### config.mk
export PLATFORM = sky130hd
export DESIGN_NAME = fsw_status_word
export DESIGN_NICKNAME = d
export VERILOG_FILES = /design/src/design/fsw_pkg.sv /design/src/design/fsw_escape_decode.sv /design/src/design/fsw_idle_ctrl.sv /design/src/design/fsw_status_word.sv
export VERILOG_INCLUDE_DIRS = /design/src /design/src/design
export SDC_FILE = /design/constraint.sdc
export NUM_CORES = 1
export LEC_CHECK = 0
export BUFFER_PORTS_ARGS = -buffer_cell sky130_fd_sc_hd__buf_4
export CORE_MARGIN = 2
export CORE_UTILIZATION = 47
export CTS_CLUSTER_SIZE = 20
export DETAILED_ROUTE_END_ITERATION = 10
export PLACE_DENSITY = 0.82
export SYNTH_ARGS = -nofsm -noshare
export SYNTH_HDL_FRONTEND = slang
export SYNTH_SLANG_ARGS = --single-unit
### constraint.sdc
create_clock -name i_clk -period 2.7 [get_ports i_clk]
set_input_delay 0.135 -clock i_clk [delete_from_list [all_inputs] [get_ports i_clk]]
set_output_delay 0.135 -clock i_clk [all_outputs]
set_load 0.03 [all_outputs]
### src/design/fsw_params.svh
// Constants for the coprocessor status-word block.
// Assumes inclusion by the package and the design modules only.
`ifndef FSW_PARAMS_SVH
`define FSW_PARAMS_SVH

// ****************************************
// Status word fields
// ****************************************
`define FSW_BIT_BUSY_MIRROR 15
`define FSW_BIT_C3 14
`define FSW_TOP_HI 13
`define FSW_TOP_LO 11
`define FSW_BIT_C2 10
`define FSW_BIT_C1 9
`define FSW_BIT_C0 8
`define FSW_BIT_ES 7
`define FSW_BIT_SF 6
`define FSW_EXC_HI 5
`define FSW_EXC_LO 0
`define FSW_INVALID_BIT 0
`define FSW_RESET_WORD 16'h0000
`define FSW_RESET_MASKS 6'h3f

// ****************************************
// Timing and escape pattern
// ****************************************
`define FSW_CLK_PERIOD_NS 40
`define FSW_IDLE_DELAY_CLOCKS 3
`define FSW_WAKE_CLOCKS 1
`define FSW_ESCAPE_PATTERN 5'h1b

`endif

### src/design/fsw_pkg.sv
// Types for the coprocessor status-word block.
// Assumes fsw_params.svh is on the include path.
`include "fsw_params.svh"

package fsw_pkg;

    // ****************************************
    // Instruction classes seen by the status logic
    // ****************************************
    typedef enum logic [3:0] {
        FSW_OP_NONE,
        FSW_OP_ARITH,
        FSW_OP_COMPARE,
        FSW_OP_COMPARE_POP2,
        FSW_OP_CONST_LOAD,
        FSW_OP_TRANSCEND,
        FSW_OP_STORE_STATUS,
        FSW_OP_STORE_STATUS_ACC,
        FSW_OP_INIT,
        FSW_OP_CLEAR_EXC,
        FSW_OP_LOAD_ENV,
        FSW_OP_SAVE_STATE,
        FSW_OP_RESTORE_STATE,
        FSW_OP_OTHER
    } fsw_op_t;

    // Completion report from the execution datapath
    typedef struct packed {
        logic valid;
        logic [5:0] exc;
        logic cc_write;
        logic [3:0] cc;
        logic stack_fault;
        logic overflow;
        logic push;
        logic [1:0] pops;
    } fsw_result_t;

    // Status word as loaded from memory
    typedef struct packed {
        logic valid;
        logic [15:0] word;
    } fsw_load_t;

    // Status word read out
    typedef struct packed {
        logic valid;
        logic to_acc;
        logic [15:0] word;
    } fsw_store_t;

endpackage : fsw_pkg

### src/design/fsw_escape_decode.sv
// Classifies an instruction opcode for the status logic.
// Assumes the opcode arrives already recognised as an escape by the host.
`timescale 1ns/1ps
`include "fsw_params.svh"

module fsw_escape_decode
    import fsw_pkg::*;
(
    // Opcode
    input wire logic [15:0] i_opcode,
    input wire logic i_opcode_valid,
    // Class
    output fsw_op_t o_op,
    output logic o_is_escape
);

    // ****************************************
    // Decode
    // ****************************************
    always_comb begin
        o_is_escape = (i_opcode[15:11] == `FSW_ESCAPE_PATTERN);
        o_op = FSW_OP_NONE;
        if (i_opcode_valid && o_is_escape) begin
            if (i_opcode == 16'hdbe3) begin
                o_op = FSW_OP_INIT;
            end else if (i_opcode == 16'hdbe2) begin
                o_op = FSW_OP_CLEAR_EXC;
            end else if (i_opcode == 16'hdfe0) begin
                o_op = FSW_OP_STORE_STATUS_ACC;
            end else if (i_opcode == 16'hded9) begin
                o_op = FSW_OP_COMPARE_POP2;
            end else if (i_opcode[15:8] == 8'hd9 && i_opcode[7:3] == 5'h1d) begin
                o_op = FSW_OP_CONST_LOAD;
            end else if (i_opcode[15:8] == 8'hd9 && i_opcode[7:4] == 4'hf) begin
                o_op = FSW_OP_TRANSCEND;
            end else if (i_opcode[15:8] == 8'hd8 && i_opcode[7:4] == 4'hd) begin
                o_op = FSW_OP_COMPARE;
            end else if (i_opcode[15:8] == 8'hd9 && i_opcode[5:3] == 3'h4) begin
                o_op = FSW_OP_LOAD_ENV;
            end else if (i_opcode[15:8] == 8'hdd && i_opcode[5:3] == 3'h6) begin
                o_op = FSW_OP_SAVE_STATE;
            end else if (i_opcode[15:8] == 8'hdd && i_opcode[5:3] == 3'h4) begin
                o_op = FSW_OP_RESTORE_STATE;
            end else if (i_opcode[15:8] == 8'hdd && i_opcode[5:3] == 3'h7) begin
                o_op = FSW_OP_STORE_STATUS;
            end else if (i_opcode[15:8] == 8'hd8) begin
                o_op = FSW_OP_ARITH;
            end else begin
                o_op = FSW_OP_OTHER;
            end
        end
    end

endmodule : fsw_escape_decode

### src/design/fsw_idle_ctrl.sv
// Automatic idle control of the execution unit.
// Assumes done and start are synchronous to i_clk.
`timescale 1ns/1ps
`include "fsw_params.svh"

module fsw_idle_ctrl
    import fsw_pkg::*;
(
    // Clock and reset
    input wire logic i_clk,
    input wire logic i_rst_n,
    // Activity
    input wire logic i_clock_mode_select,
    input wire logic i_instr_start,
    input wire logic i_instr_done,
    // Power
    output logic o_exec_enable,
    output logic o_idle
);

    typedef enum logic [1:0] {ST_ACTIVE, ST_COUNT, ST_IDLE} fsw_idle_state_t;

    fsw_idle_state_t state;
    logic [1:0] count;

    // ****************************************
    // Idle sequencer
    // ****************************************
    always_ff @(posedge i_clk or negedge i_rst_n) begin
        if (!i_rst_n) begin
            state <= ST_ACTIVE;
            count <= 2'h0;
        end else begin
            case (state)
                ST_ACTIVE: begin
                    if (i_instr_done && i_clock_mode_select) begin
                        state <= ST_COUNT;
                        count <= 2'h1;
                    end
                end
                ST_COUNT: begin
                    if (i_instr_start || !i_clock_mode_select) begin
                        state <= ST_ACTIVE;
                    end else if (count == 2'(`FSW_IDLE_DELAY_CLOCKS)) begin
                        state <= ST_IDLE;
                    end else begin
                        count <= count + 2'h1;
                    end
                end
                ST_IDLE: begin
                    // Wake in the cycle after the instruction arrives
                    if (i_instr_start || !i_clock_mode_select) begin
                        state <= ST_ACTIVE;
                    end
                end
                default: begin
                    state <= ST_ACTIVE;
                end
            endcase
        end
    end

    // Async mode never idles, even mid-count
    assign o_idle = (state == ST_IDLE) && i_clock_mode_select;
    assign o_exec_enable = !o_idle;

endmodule : fsw_idle_ctrl

### src/design/fsw_status_word.sv
// Status word, exception summary and fault output of the coprocessor.
// Assumes the datapath reports each completed instruction for one cycle.
// Operation
// - Asynchronous clock mode never enters automatic idle; execution stays running.
// - Synchronous mode idles three clocks after completion, wakes within one clock.
// - A 16-bit status word is readable by store-status instructions.
// - Bit 15 always mirrors the error summary bit, never the busy output.
// - Bits 13 to 11 hold the stack top pointer.
// - Condition codes at bits 14 and 10 to 8 follow arithmetic outcomes.
// - Error summary is set when any unmasked exception flag is set.
// - The active-low fault output is asserted while error summary is set.
// - Stack-fault flag bit 6 marks invalid operations from stack over/underflow.
// - With stack fault, condition bit one is 1 on overflow, 0 on underflow.
// - Six sticky exception flags in bits 5 to 0 stay set until cleared.
// - Only init, clear, load-env, save and restore may clear the flags.
// - On status load, bits 7 and 15 are recomputed from flags and masks.
// - A load leaving error summary set asserts the fault output at once.
// - Comparisons report results only through the condition code bits.
// - Constant loads push one constant; only error is overflow invalid.
// - Transcendental results go back to the stack; radians and base 2.
// - A store-status variant sends the word straight to the host accumulator.
// - Pop-twice instructions remove two stack elements after the operation.
`timescale 1ns/1ps
`include "fsw_params.svh"

module fsw_status_word
    import fsw_pkg::*;
(
    // Clock and reset
    input wire logic i_clk,
    input wire logic i_rst_n,
    // Mode
    input wire logic i_clock_mode_select,
    // Instruction from host
    input wire logic [15:0] i_opcode,
    input wire logic i_opcode_valid,
    // Masks from the control word
    input wire logic [5:0] i_exc_mask,
    // Datapath completion and load data
    input wire fsw_result_t i_result,
    input wire fsw_load_t i_load,
    // Status out
    output fsw_store_t o_store,
    output logic [15:0] o_fpu_status_word,
    output logic o_error_n,
    // Power and escape detect
    output logic o_exec_enable,
    output logic o_idle,
    output logic o_escape_seen
);

    // ****************************************
    // State
    // ****************************************
    fsw_op_t op;
    fsw_op_t pending_op;
    logic busy;
    logic [2:0] stack_top;
    logic [3:0] cond_codes;
    logic stack_fault_flag;
    logic [5:0] exc_flags;
    logic error_summary_bit;
    logic [15:0] status_view;
    logic instr_done;
    logic next_summary;
    logic [5:0] next_exc;
    logic [3:0] next_cc;
    logic next_sf;
    logic [2:0] next_top;
    logic clear_exc;

    fsw_escape_decode u_decode (
        .i_opcode(i_opcode),
        .i_opcode_valid(i_opcode_valid),
        .o_op(op),
        .o_is_escape(o_escape_seen)
    );

    fsw_idle_ctrl u_idle (
        .i_clk(i_clk),
        .i_rst_n(i_rst_n),
        .i_clock_mode_select(i_clock_mode_select),
        .i_instr_start(op != FSW_OP_NONE),
        .i_instr_done(instr_done),
        .o_exec_enable(o_exec_enable),
        .o_idle(o_idle)
    );

    // Summary of unmasked exceptions
    function automatic logic summary_of(input logic [5:0] flags, input logic [5:0] masks);
        summary_of = |(flags & ~masks);
    endfunction : summary_of

    // ****************************************
    // Instruction tracking
    // ****************************************
    always_ff @(posedge i_clk or negedge i_rst_n) begin
        if (!i_rst_n) begin
            busy <= 1'b0;
            pending_op <= FSW_OP_NONE;
        end else begin
            if (op != FSW_OP_NONE) begin
                busy <= 1'b1;
                pending_op <= op;
            end else if (instr_done) begin
                busy <= 1'b0;
                pending_op <= FSW_OP_NONE;
            end
        end
    end

    // Init, clear, store and save finish locally; other ops finish on a result or load strobe
    assign instr_done = busy && (i_result.valid || i_load.valid ||
        pending_op == FSW_OP_INIT || pending_op == FSW_OP_CLEAR_EXC ||
        pending_op == FSW_OP_STORE_STATUS || pending_op == FSW_OP_STORE_STATUS_ACC ||
        pending_op == FSW_OP_SAVE_STATE);

    // ****************************************
    // Next status fields
    // ****************************************
    always_comb begin
        next_exc = exc_flags;
        next_cc = cond_codes;
        next_sf = stack_fault_flag;
        next_top = stack_top;
        clear_exc = busy && (pending_op == FSW_OP_INIT ||
            pending_op == FSW_OP_CLEAR_EXC || pending_op == FSW_OP_SAVE_STATE);
        if (clear_exc) begin
            next_exc = 6'h00;
            next_sf = 1'b0;
        end
        if (busy && pending_op == FSW_OP_INIT) begin
            next_top = 3'h0;
            next_cc = 4'h0;
        end
        if (busy && i_load.valid &&
            (pending_op == FSW_OP_LOAD_ENV || pending_op == FSW_OP_RESTORE_STATE)) begin
            next_exc = i_load.word[`FSW_EXC_HI:`FSW_EXC_LO];
            next_sf = i_load.word[`FSW_BIT_SF];
            next_top = i_load.word[`FSW_TOP_HI:`FSW_TOP_LO];
            next_cc = {i_load.word[`FSW_BIT_C3], i_load.word[`FSW_BIT_C2],
                i_load.word[`FSW_BIT_C1], i_load.word[`FSW_BIT_C0]};
        end else if (busy && i_result.valid) begin
            // Sticky: OR new events in, never clear
            next_exc = next_exc | i_result.exc;
            if (pending_op == FSW_OP_CONST_LOAD) begin
                // Only overflow invalid can arise
                next_exc = next_exc & 6'h01;
                next_exc = next_exc | exc_flags;
            end
            if (i_result.cc_write) begin
                next_cc = i_result.cc;
            end
            if (i_result.stack_fault) begin
                next_sf = 1'b1;
                next_exc[`FSW_INVALID_BIT] = 1'b1;
                next_cc[1] = i_result.overflow;
            end
            if (i_result.push) begin
                next_top = stack_top - 3'h1;
            end
            if (pending_op == FSW_OP_COMPARE_POP2) begin
                next_top = next_top + 3'h2;
            end else begin
                next_top = next_top + {1'b0, i_result.pops};
            end
        end
        // Recomputed, never taken from memory
        next_summary = summary_of(next_exc, i_exc_mask);
    end

    // ****************************************
    // Exception flags and stack fault
    // ****************************************
    always_ff @(posedge i_clk or negedge i_rst_n) begin
        if (!i_rst_n) begin
            exc_flags <= 6'h00;
            stack_fault_flag <= 1'b0;
        end else begin
            exc_flags <= next_exc;
            stack_fault_flag <= next_sf;
        end
    end

    // ****************************************
    // Condition codes and stack top
    // ****************************************
    always_ff @(posedge i_clk or negedge i_rst_n) begin
        if (!i_rst_n) begin
            cond_codes <= 4'h0;
            stack_top <= 3'h0;
        end else begin
            cond_codes <= next_cc;
            stack_top <= next_top;
        end
    end

    // ****************************************
    // Error summary and fault pin
    // ****************************************
    // Also tracks mask changes so the pin follows the control word
    always_ff @(posedge i_clk or negedge i_rst_n) begin
        if (!i_rst_n) begin
            error_summary_bit <= 1'b0;
            o_error_n <= 1'b1;
        end else begin
            error_summary_bit <= next_summary;
            o_error_n <= !next_summary;
        end
    end

    // ****************************************
    // Status word assembly
    // ****************************************
    always_comb begin
        status_view = `FSW_RESET_WORD;
        status_view[`FSW_BIT_BUSY_MIRROR] = error_summary_bit;
        status_view[`FSW_BIT_C3] = cond_codes[3];
        status_view[`FSW_TOP_HI:`FSW_TOP_LO] = stack_top;
        status_view[`FSW_BIT_C2] = cond_codes[2];
        status_view[`FSW_BIT_C1] = cond_codes[1];
        status_view[`FSW_BIT_C0] = cond_codes[0];
        status_view[`FSW_BIT_ES] = error_summary_bit;
        status_view[`FSW_BIT_SF] = stack_fault_flag;
        status_view[`FSW_EXC_HI:`FSW_EXC_LO] = exc_flags;
    end

    assign o_fpu_status_word = status_view;

    // ****************************************
    // Store-status output
    // ****************************************
    always_ff @(posedge i_clk or negedge i_rst_n) begin
        if (!i_rst_n) begin
            o_store <= '0;
        end else begin
            o_store.valid <= busy && (pending_op == FSW_OP_STORE_STATUS ||
                pending_op == FSW_OP_STORE_STATUS_ACC);
            o_store.to_acc <= pending_op == FSW_OP_STORE_STATUS_ACC;
            o_store.word <= status_view;
        end
    end

endmodule : fsw_status_word

; ---- After elaboration in Yosys (flattened, before gate mapping)
; Cells that the tools add are included.
[classes]
add_sub_neg = 4
n_mul = 0
div = 0
order_cmp = 0
n_eq_ne = 31
n_shift = 0
muxes = 46
bitwise = 4
reduce_logical = 38
[ops]
columns = op, n
row1 = 4-bit two-way mux, 19
row2 = 16-bit == test (second input constant), 4
row3 = 4-bit == test (second input constant), 7
row4 = 8-bit == test (second input constant), 3
row5 = 6-bit two-way mux, 4
row6 = 3-bit two-way mux, 7
row7 = 1-bit logical AND, 17
row8 = 4-bit by 3-bit == test with 1-bit output (second input constant), 3
row9 = 2-bit two-way mux, 6
row10 = 1-bit logical OR, 11
row11 = 5-bit == test (second input constant), 2
row12 = 3-bit == test (second input constant), 3
row13 = 1-bit two-way mux, 8
row14 = 6-bit AND, 1
row15 = 6-bit NOT, 1
row16 = 1-bit by 6-bit bitwise OR with 6-bit output, 1
row17 = 6-bit bitwise OR, 1
row18 = 2-bit case mux with 3 select lines, 1
row19 = 6-bit OR reduction, 1
row20 = 2-bit == test (second input constant), 2
row21 = 4-bit by 2-bit == test with 1-bit output (second input constant), 1
row22 = 2-bit by 1-bit != test with 1-bit output (second input constant), 2
row23 = 2-bit != test (second input constant), 2
row24 = 2-bit case mux with 2 select lines, 1
row25 = 12 further kinds, 15
[totals]
register_bits = 43
latch_bits = 0
ramBits = 0
rom_bits = 0
out_inout_bits = 38
n_memories = 0

; ---- Logic depth before layout (Yosys ltp)
[logic_depth]
ltp_word = 18
ltp_mapped = 9
depth_no_buf = 9

; ---- Modules after synthesis
; Synthesis repeated with hierarchy kept, for this count alone.
[unflattened]
cells_unflattened = 234
area_unflattened_um2 = 2296.0
[modules_own_cells]
columns = module, instances, cells_each, area_each_um2
row1 = fsw_status_word, 1, 169, 1767.9
row2 = fsw_escape_decode, 1, 40, 285.3
row3 = fsw_idle_ctrl, 1, 25, 242.7

; ---- Worst setup path before layout
; OpenSTA, ideal clock, no wires.
[synth_path]
path_type = flip-flop to flip-flop
startpoint = register pending_op[2]
endpoint = register stack_top[2]
arrival_ns = 1.984
setup_slack_ns = 0.620
path_stages_with_launch = 10
path_buffers = 0
synth_period_minus_slack_ns = 2.080
cell_sequence = dfrtp_1 -> nand3b_1 -> o21ai_0 -> o21ai_0 -> ha_1 -> fa_1 -> nor2_1 -> a31oi_1 -> xor2_1 -> o31ai_1
[synth_via]
elab_chain_len = 10
word_cells_on_any_way = 16
classes_between = add/sub: 2 / eq/ne: 4 / mux: 7 / reduce/logical: 3
[synth_rtl]
columns = item, line
row1 = from (decl), fsw_status_word.sv:56  ; fsw_op_t pending_op;
row2 = from (signal assigned), fsw_status_word.sv:104  ; pending_op <= op;
row3 = 4-bit == test, fsw_status_word.sv:132  ; if (busy && pending_op == FSW_OP_INIT) begin
row4 = 1-bit logical AND, fsw_status_word.sv:132
row5 = 3-bit two-way mux, fsw_status_word.sv:132
row6 = 3-bit two-way mux, fsw_status_word.sv:159  ; if (i_result.push) begin
row7 = 3-bit two-way mux, fsw_status_word.sv:143  ; end else if (busy && i_result.valid) begin
row8 = 3-bit two-way mux, fsw_status_word.sv:136  ; if (busy && i_load.valid &&
row9 = 3-bit by 2-bit adder with 3-bit output (on tied branches), "fsw_status_word.sv:165, fsw_status_word.sv:163"
row10 = 3-bit two-way mux, fsw_status_word.sv:162  ; if (pending_op == FSW_OP_COMPARE_POP2) begin
row11 = 3-bit two-way mux, fsw_status_word.sv:143
row12 = 3-bit two-way mux (*), fsw_status_word.sv:136
row13 = named net next_top[2], fsw_status_word.sv:69  ; logic [2:0] next_top;
row14 = to (signal assigned), fsw_status_word.sv:194  ; stack_top <= next_top;
row15 = to (decl), fsw_status_word.sv:58  ; logic [2:0] stack_top;
; The timed path passes the listed nets; every way through them passes the cells marked *. The select of a mux whose other input is x is not followed.
; A chain may end at the register's enable or synchronous reset.

; ---- Worst setup path after layout
; Ends and elaborated chain as after synthesis.

==> metrics.md <==
| Metric | Value |
|---|---|
| Layout Nets | `385` |
| Htree depth | `2` |
| Max Root-Sink Buffers | `2` |
| CP max FO | `8` |
| Synth Instances | `228` |
| Met2 GRT Util | `0.348` |
| R2r startpoint | `pending_op[2]` |
| Number of antenna violations at the first check in global routing | `0` |
| Slew @ Worst Pin | `0.654 ns` |
| Die ar. | `0.00529 mm2` |
| Layout cells sized above 1 | `0.354` |
| Worst R2R End | `stack_top[2]` |
| Slew Limit Fails | `0` |
| Maxcap violations | `0` |
| Post-Route WL | `5.35 mm` |
| Power per cell area | `911 mW/mm2` |
| Syn_nets | `292` |
| Hold wc startpoint | `i_load[13]` |
| Rel. slew slack | `0.562` |
| Leak | `1.42 nW` |
| Synth async-reset ratio | `1.00` |
| GPL Wtd Cong | `0.868` |
| Antenna Nets Post-Route | `0` |
| Synth warnings | `0` |
| P&R area growth vs syn | `37.2%` |
| 1st-pass router iterations | `4` |
| Post-route DRC | `0` |
| # diodes | `0` |
| Status | `complete, no violations` |
| Seq/Total Area, Yosys | `0.474` |
| Initial core utilization | `0.480` |
| Vias per cell | `5.74` |
| Worst Skew | `0.00847 ns` |
| CP Launch Type | `flip-flop` |
| HP Class | `in -> reg` |
| Mean Syn Cell Area | `9.74 um2` |
| Top Usage Layer GRT | `met2` |
| Layout Cells excl Fill | `376` |
| First-pass GRT wire length | `8.56 mm` |
| Io pins | `98` |
| Root buf cell | `clkbuf_8` |
| Maximum vdd drop | `406 uV` |
| Total Power | `0.00278 W` |
| Core Area | `0.00463 mm2` |
| Max Freq | `430 MHz` |
| CTS Buf Count | `5` |
| Met3 usage | `0.0401` |
| FP Rows | `25` |
| Flip-flop and latch count after synthesis | `42` |
| Final Util | `0.658` |
| I/O Buffers | `95` |
| RSZ-0062 raised after global routing | `false` |
| Gr usage total | `0.205` |
| EDFF count, synth | `0` |
| CP required | `2.91 ns` |
| Final period util | `0.861` |
| Top FF cell, synth | `dfrtp_1` |
| Worst hold slack | `0.0527 ns` |
| Placed cells | `367` |
| CP Capture Type | `flip-flop` |
| Remaining Overflow, GRT | `0` |
| # resized after CTS | `0` |
| Minimum clock period | `2.32 ns` |
| Largest net degree at the start of global routing | `43` |
| Final setup vio count | `0` |
| CTS tree | `done` |
| Clk_lat worst skew | `0.30 ns` |
| Clk sinks | `42` |
| Hold Crit Endpoint | `stack_top[2]` |
| R2R cell count | `9` |
| R2R Setup Slk | `0.38 ns` |
| Setup TNS | `0 ns` |
| Vias in the first global route | `1899` |
| Die width | `72.7 um` |
| Met1 usage | `0.263` |
| Fillers | `387` |
| Final Hold Viols | `0` |
| Dpl hpwl | `4.11 mm` |
| Wire per inst | `14.2 um` |
| Reg clk slew, reported paths | `0.07 ns` |
| Initial DRC Count | `188` |
| WS Path Type | `reg -> reg` |
| Worst Path Arrival | `2.53 ns` |
| Distinct cell type count after synthesis | `56` |
| Die height | `72.7 um` |
| Synth Cell Area | `0.00222 mm2` |
| Cell depth of the worst min-delay path | `3` |
| Vias | `2157` |
-- sequential cells by signal (all words and copies together), names as in the netlist --
name / cells
o_store: 17
busy: 1
cond_codes: 4
u_idle.count: 2
o_error_n: 1
pending_op: 4
stack_top: 3
error_summary_bit: 1
exc_flags: 6
stack_fault_flag: 1
u_idle.state: 2
-- layer usage --
metal	vias to the layer above	wire length, um
li1	1038	-
met1	992	2250
met2	120	2530
met3	7	501
met4	0	71
met5	-	0
-- worst max path at each step --
stage,slack [ns],end,from,depth (start not counted)
finish,0.38,stack_top[2],pending_op[2],9
global route,0.17,stack_top[2],pending_op[2],9
CTS,0.37,stack_top[2],pending_op[2],9
detailed placement,0.39,stack_top[2],pending_op[2],9
global placement,0.43,stack_top[2],pending_op[2],9
floorplan,0.62,stack_top[2],pending_op[2],9
-- where the power goes --
part	switching (W)	internal [W]
sequential	0.000167	0.000862
combinational	0.000790	0.000565
clock	0.000211	0.000179
total	0.00117	0.00161
-- placed cells by master (no fill, tap or decap), types with 5 or more instances in the layout --
cell / count
a21oi_1: 7
nand2b_1: 6
buf_4: 97
nor2_1: 17
nor3_1: 8
a31oi_1: 12
nand3_1: 16
clkbuf_8: 5
o21ai_0: 10
inv_1: 9
dfrtp_1: 41
nand2_1: 14
-- Yosys cell counts (2+ instances only) --
cell | count | share of area
nor4bb_1 | 2 | 0.0090
or2_1 | 3 | 0.0085
mux2_4 | 2 | 0.014
nor3_1 | 8 | 0.018
a31oi_1 | 12 | 0.034
o21ai_0 | 10 | 0.023
ha_1 | 3 | 0.017
o211ai_1 | 4 | 0.014
dfrtp_1 | 41 | 0.46
inv_1 | 9 | 0.015
nor3b_1 | 2 | 0.0068
xnor2_1 | 2 | 0.0079
nand3_1 | 16 | 0.036
a211oi_1 | 2 | 0.0068
nor2b_1 | 4 | 0.011
nor2_1 | 17 | 0.029
o21ai_2 | 2 | 0.0079
a311oi_1 | 3 | 0.012
and3_1 | 2 | 0.0056
o31ai_1 | 3 | 0.010
and2_1 | 4 | 0.011
a41oi_1 | 2 | 0.0079
nand2b_1 | 6 | 0.017
a32o_1 | 2 | 0.0090
a221o_1 | 2 | 0.0090
buf_4 | 4 | 0.014
buf_2 | 2 | 0.0045
nand4_1 | 4 | 0.011
nand2_1 | 14 | 0.024
or2_2 | 2 | 0.0056
clkbuf_1 | 6 | 0.010
o21bai_1 | 3 | 0.010
a21oi_1 | 7 | 0.016
-- final cells by class --
| class | instances | area, um2 | area share |
|---|---|---|---|
| multi-input combinational | 165 | 1070 | 0.352 |
| sequential | 42 | 1050 | 0.345 |
| timing repair buffer | 98 | 738 | 0.242 |
| clock buffer | 6 | 72.6 | 0.0238 |
| tap | 54 | 67.6 | 0.0222 |
| inverter | 9 | 33.8 | 0.0111 |
| clock inverter | 2 | 10.0 | 0.00329 |
-- stage by stage --
| stage | cell area, um2 | setup WS, ns |
|---|---|---|
| after CTS | 3050 | 0.365 |
| final | 3050 | 0.376 |
| after floorplan | 2220 | 0.620 |
| after detailed placement | 2950 | 0.387 |
| after global routing | 3050 | 0.170 |
| after global placement | 2950 | 0.430 |
-- repair_timing --
action	4_1_cts	5_1_grt
hold buffers	1	0
buffers inserted	0	0
endpoints found under the hold margin	41	0
setup endpoints to repair	0	0
-- kinds of logic after synthesis --
family                     count (synthesis)  share of synthesized area
AOI/OAI and AO/OA                         63                      0.204
xor gates and xnor gates                   3                     0.0118
adders and majority gates                  4                     0.0259
buffers and inverters                     21                     0.0434
DFF                                       42                      0.474
muxes                                      3                     0.0186
and+or+nand+nor                           92                      0.223
-- critical path, stage by stage (launching register included) --
cell,delay (ns)
dfrtp_1,0.43
nand3b_1,0.32
o21ai_0,0.30
o21ai_0,0.12
ha_1,0.20
fa_1,0.36
nor2_1,0.11
a31oi_1,0.06
xor2_1,0.16
o31ai_1,0.18
Note: power is estimated with default switching activity, not from simulation.
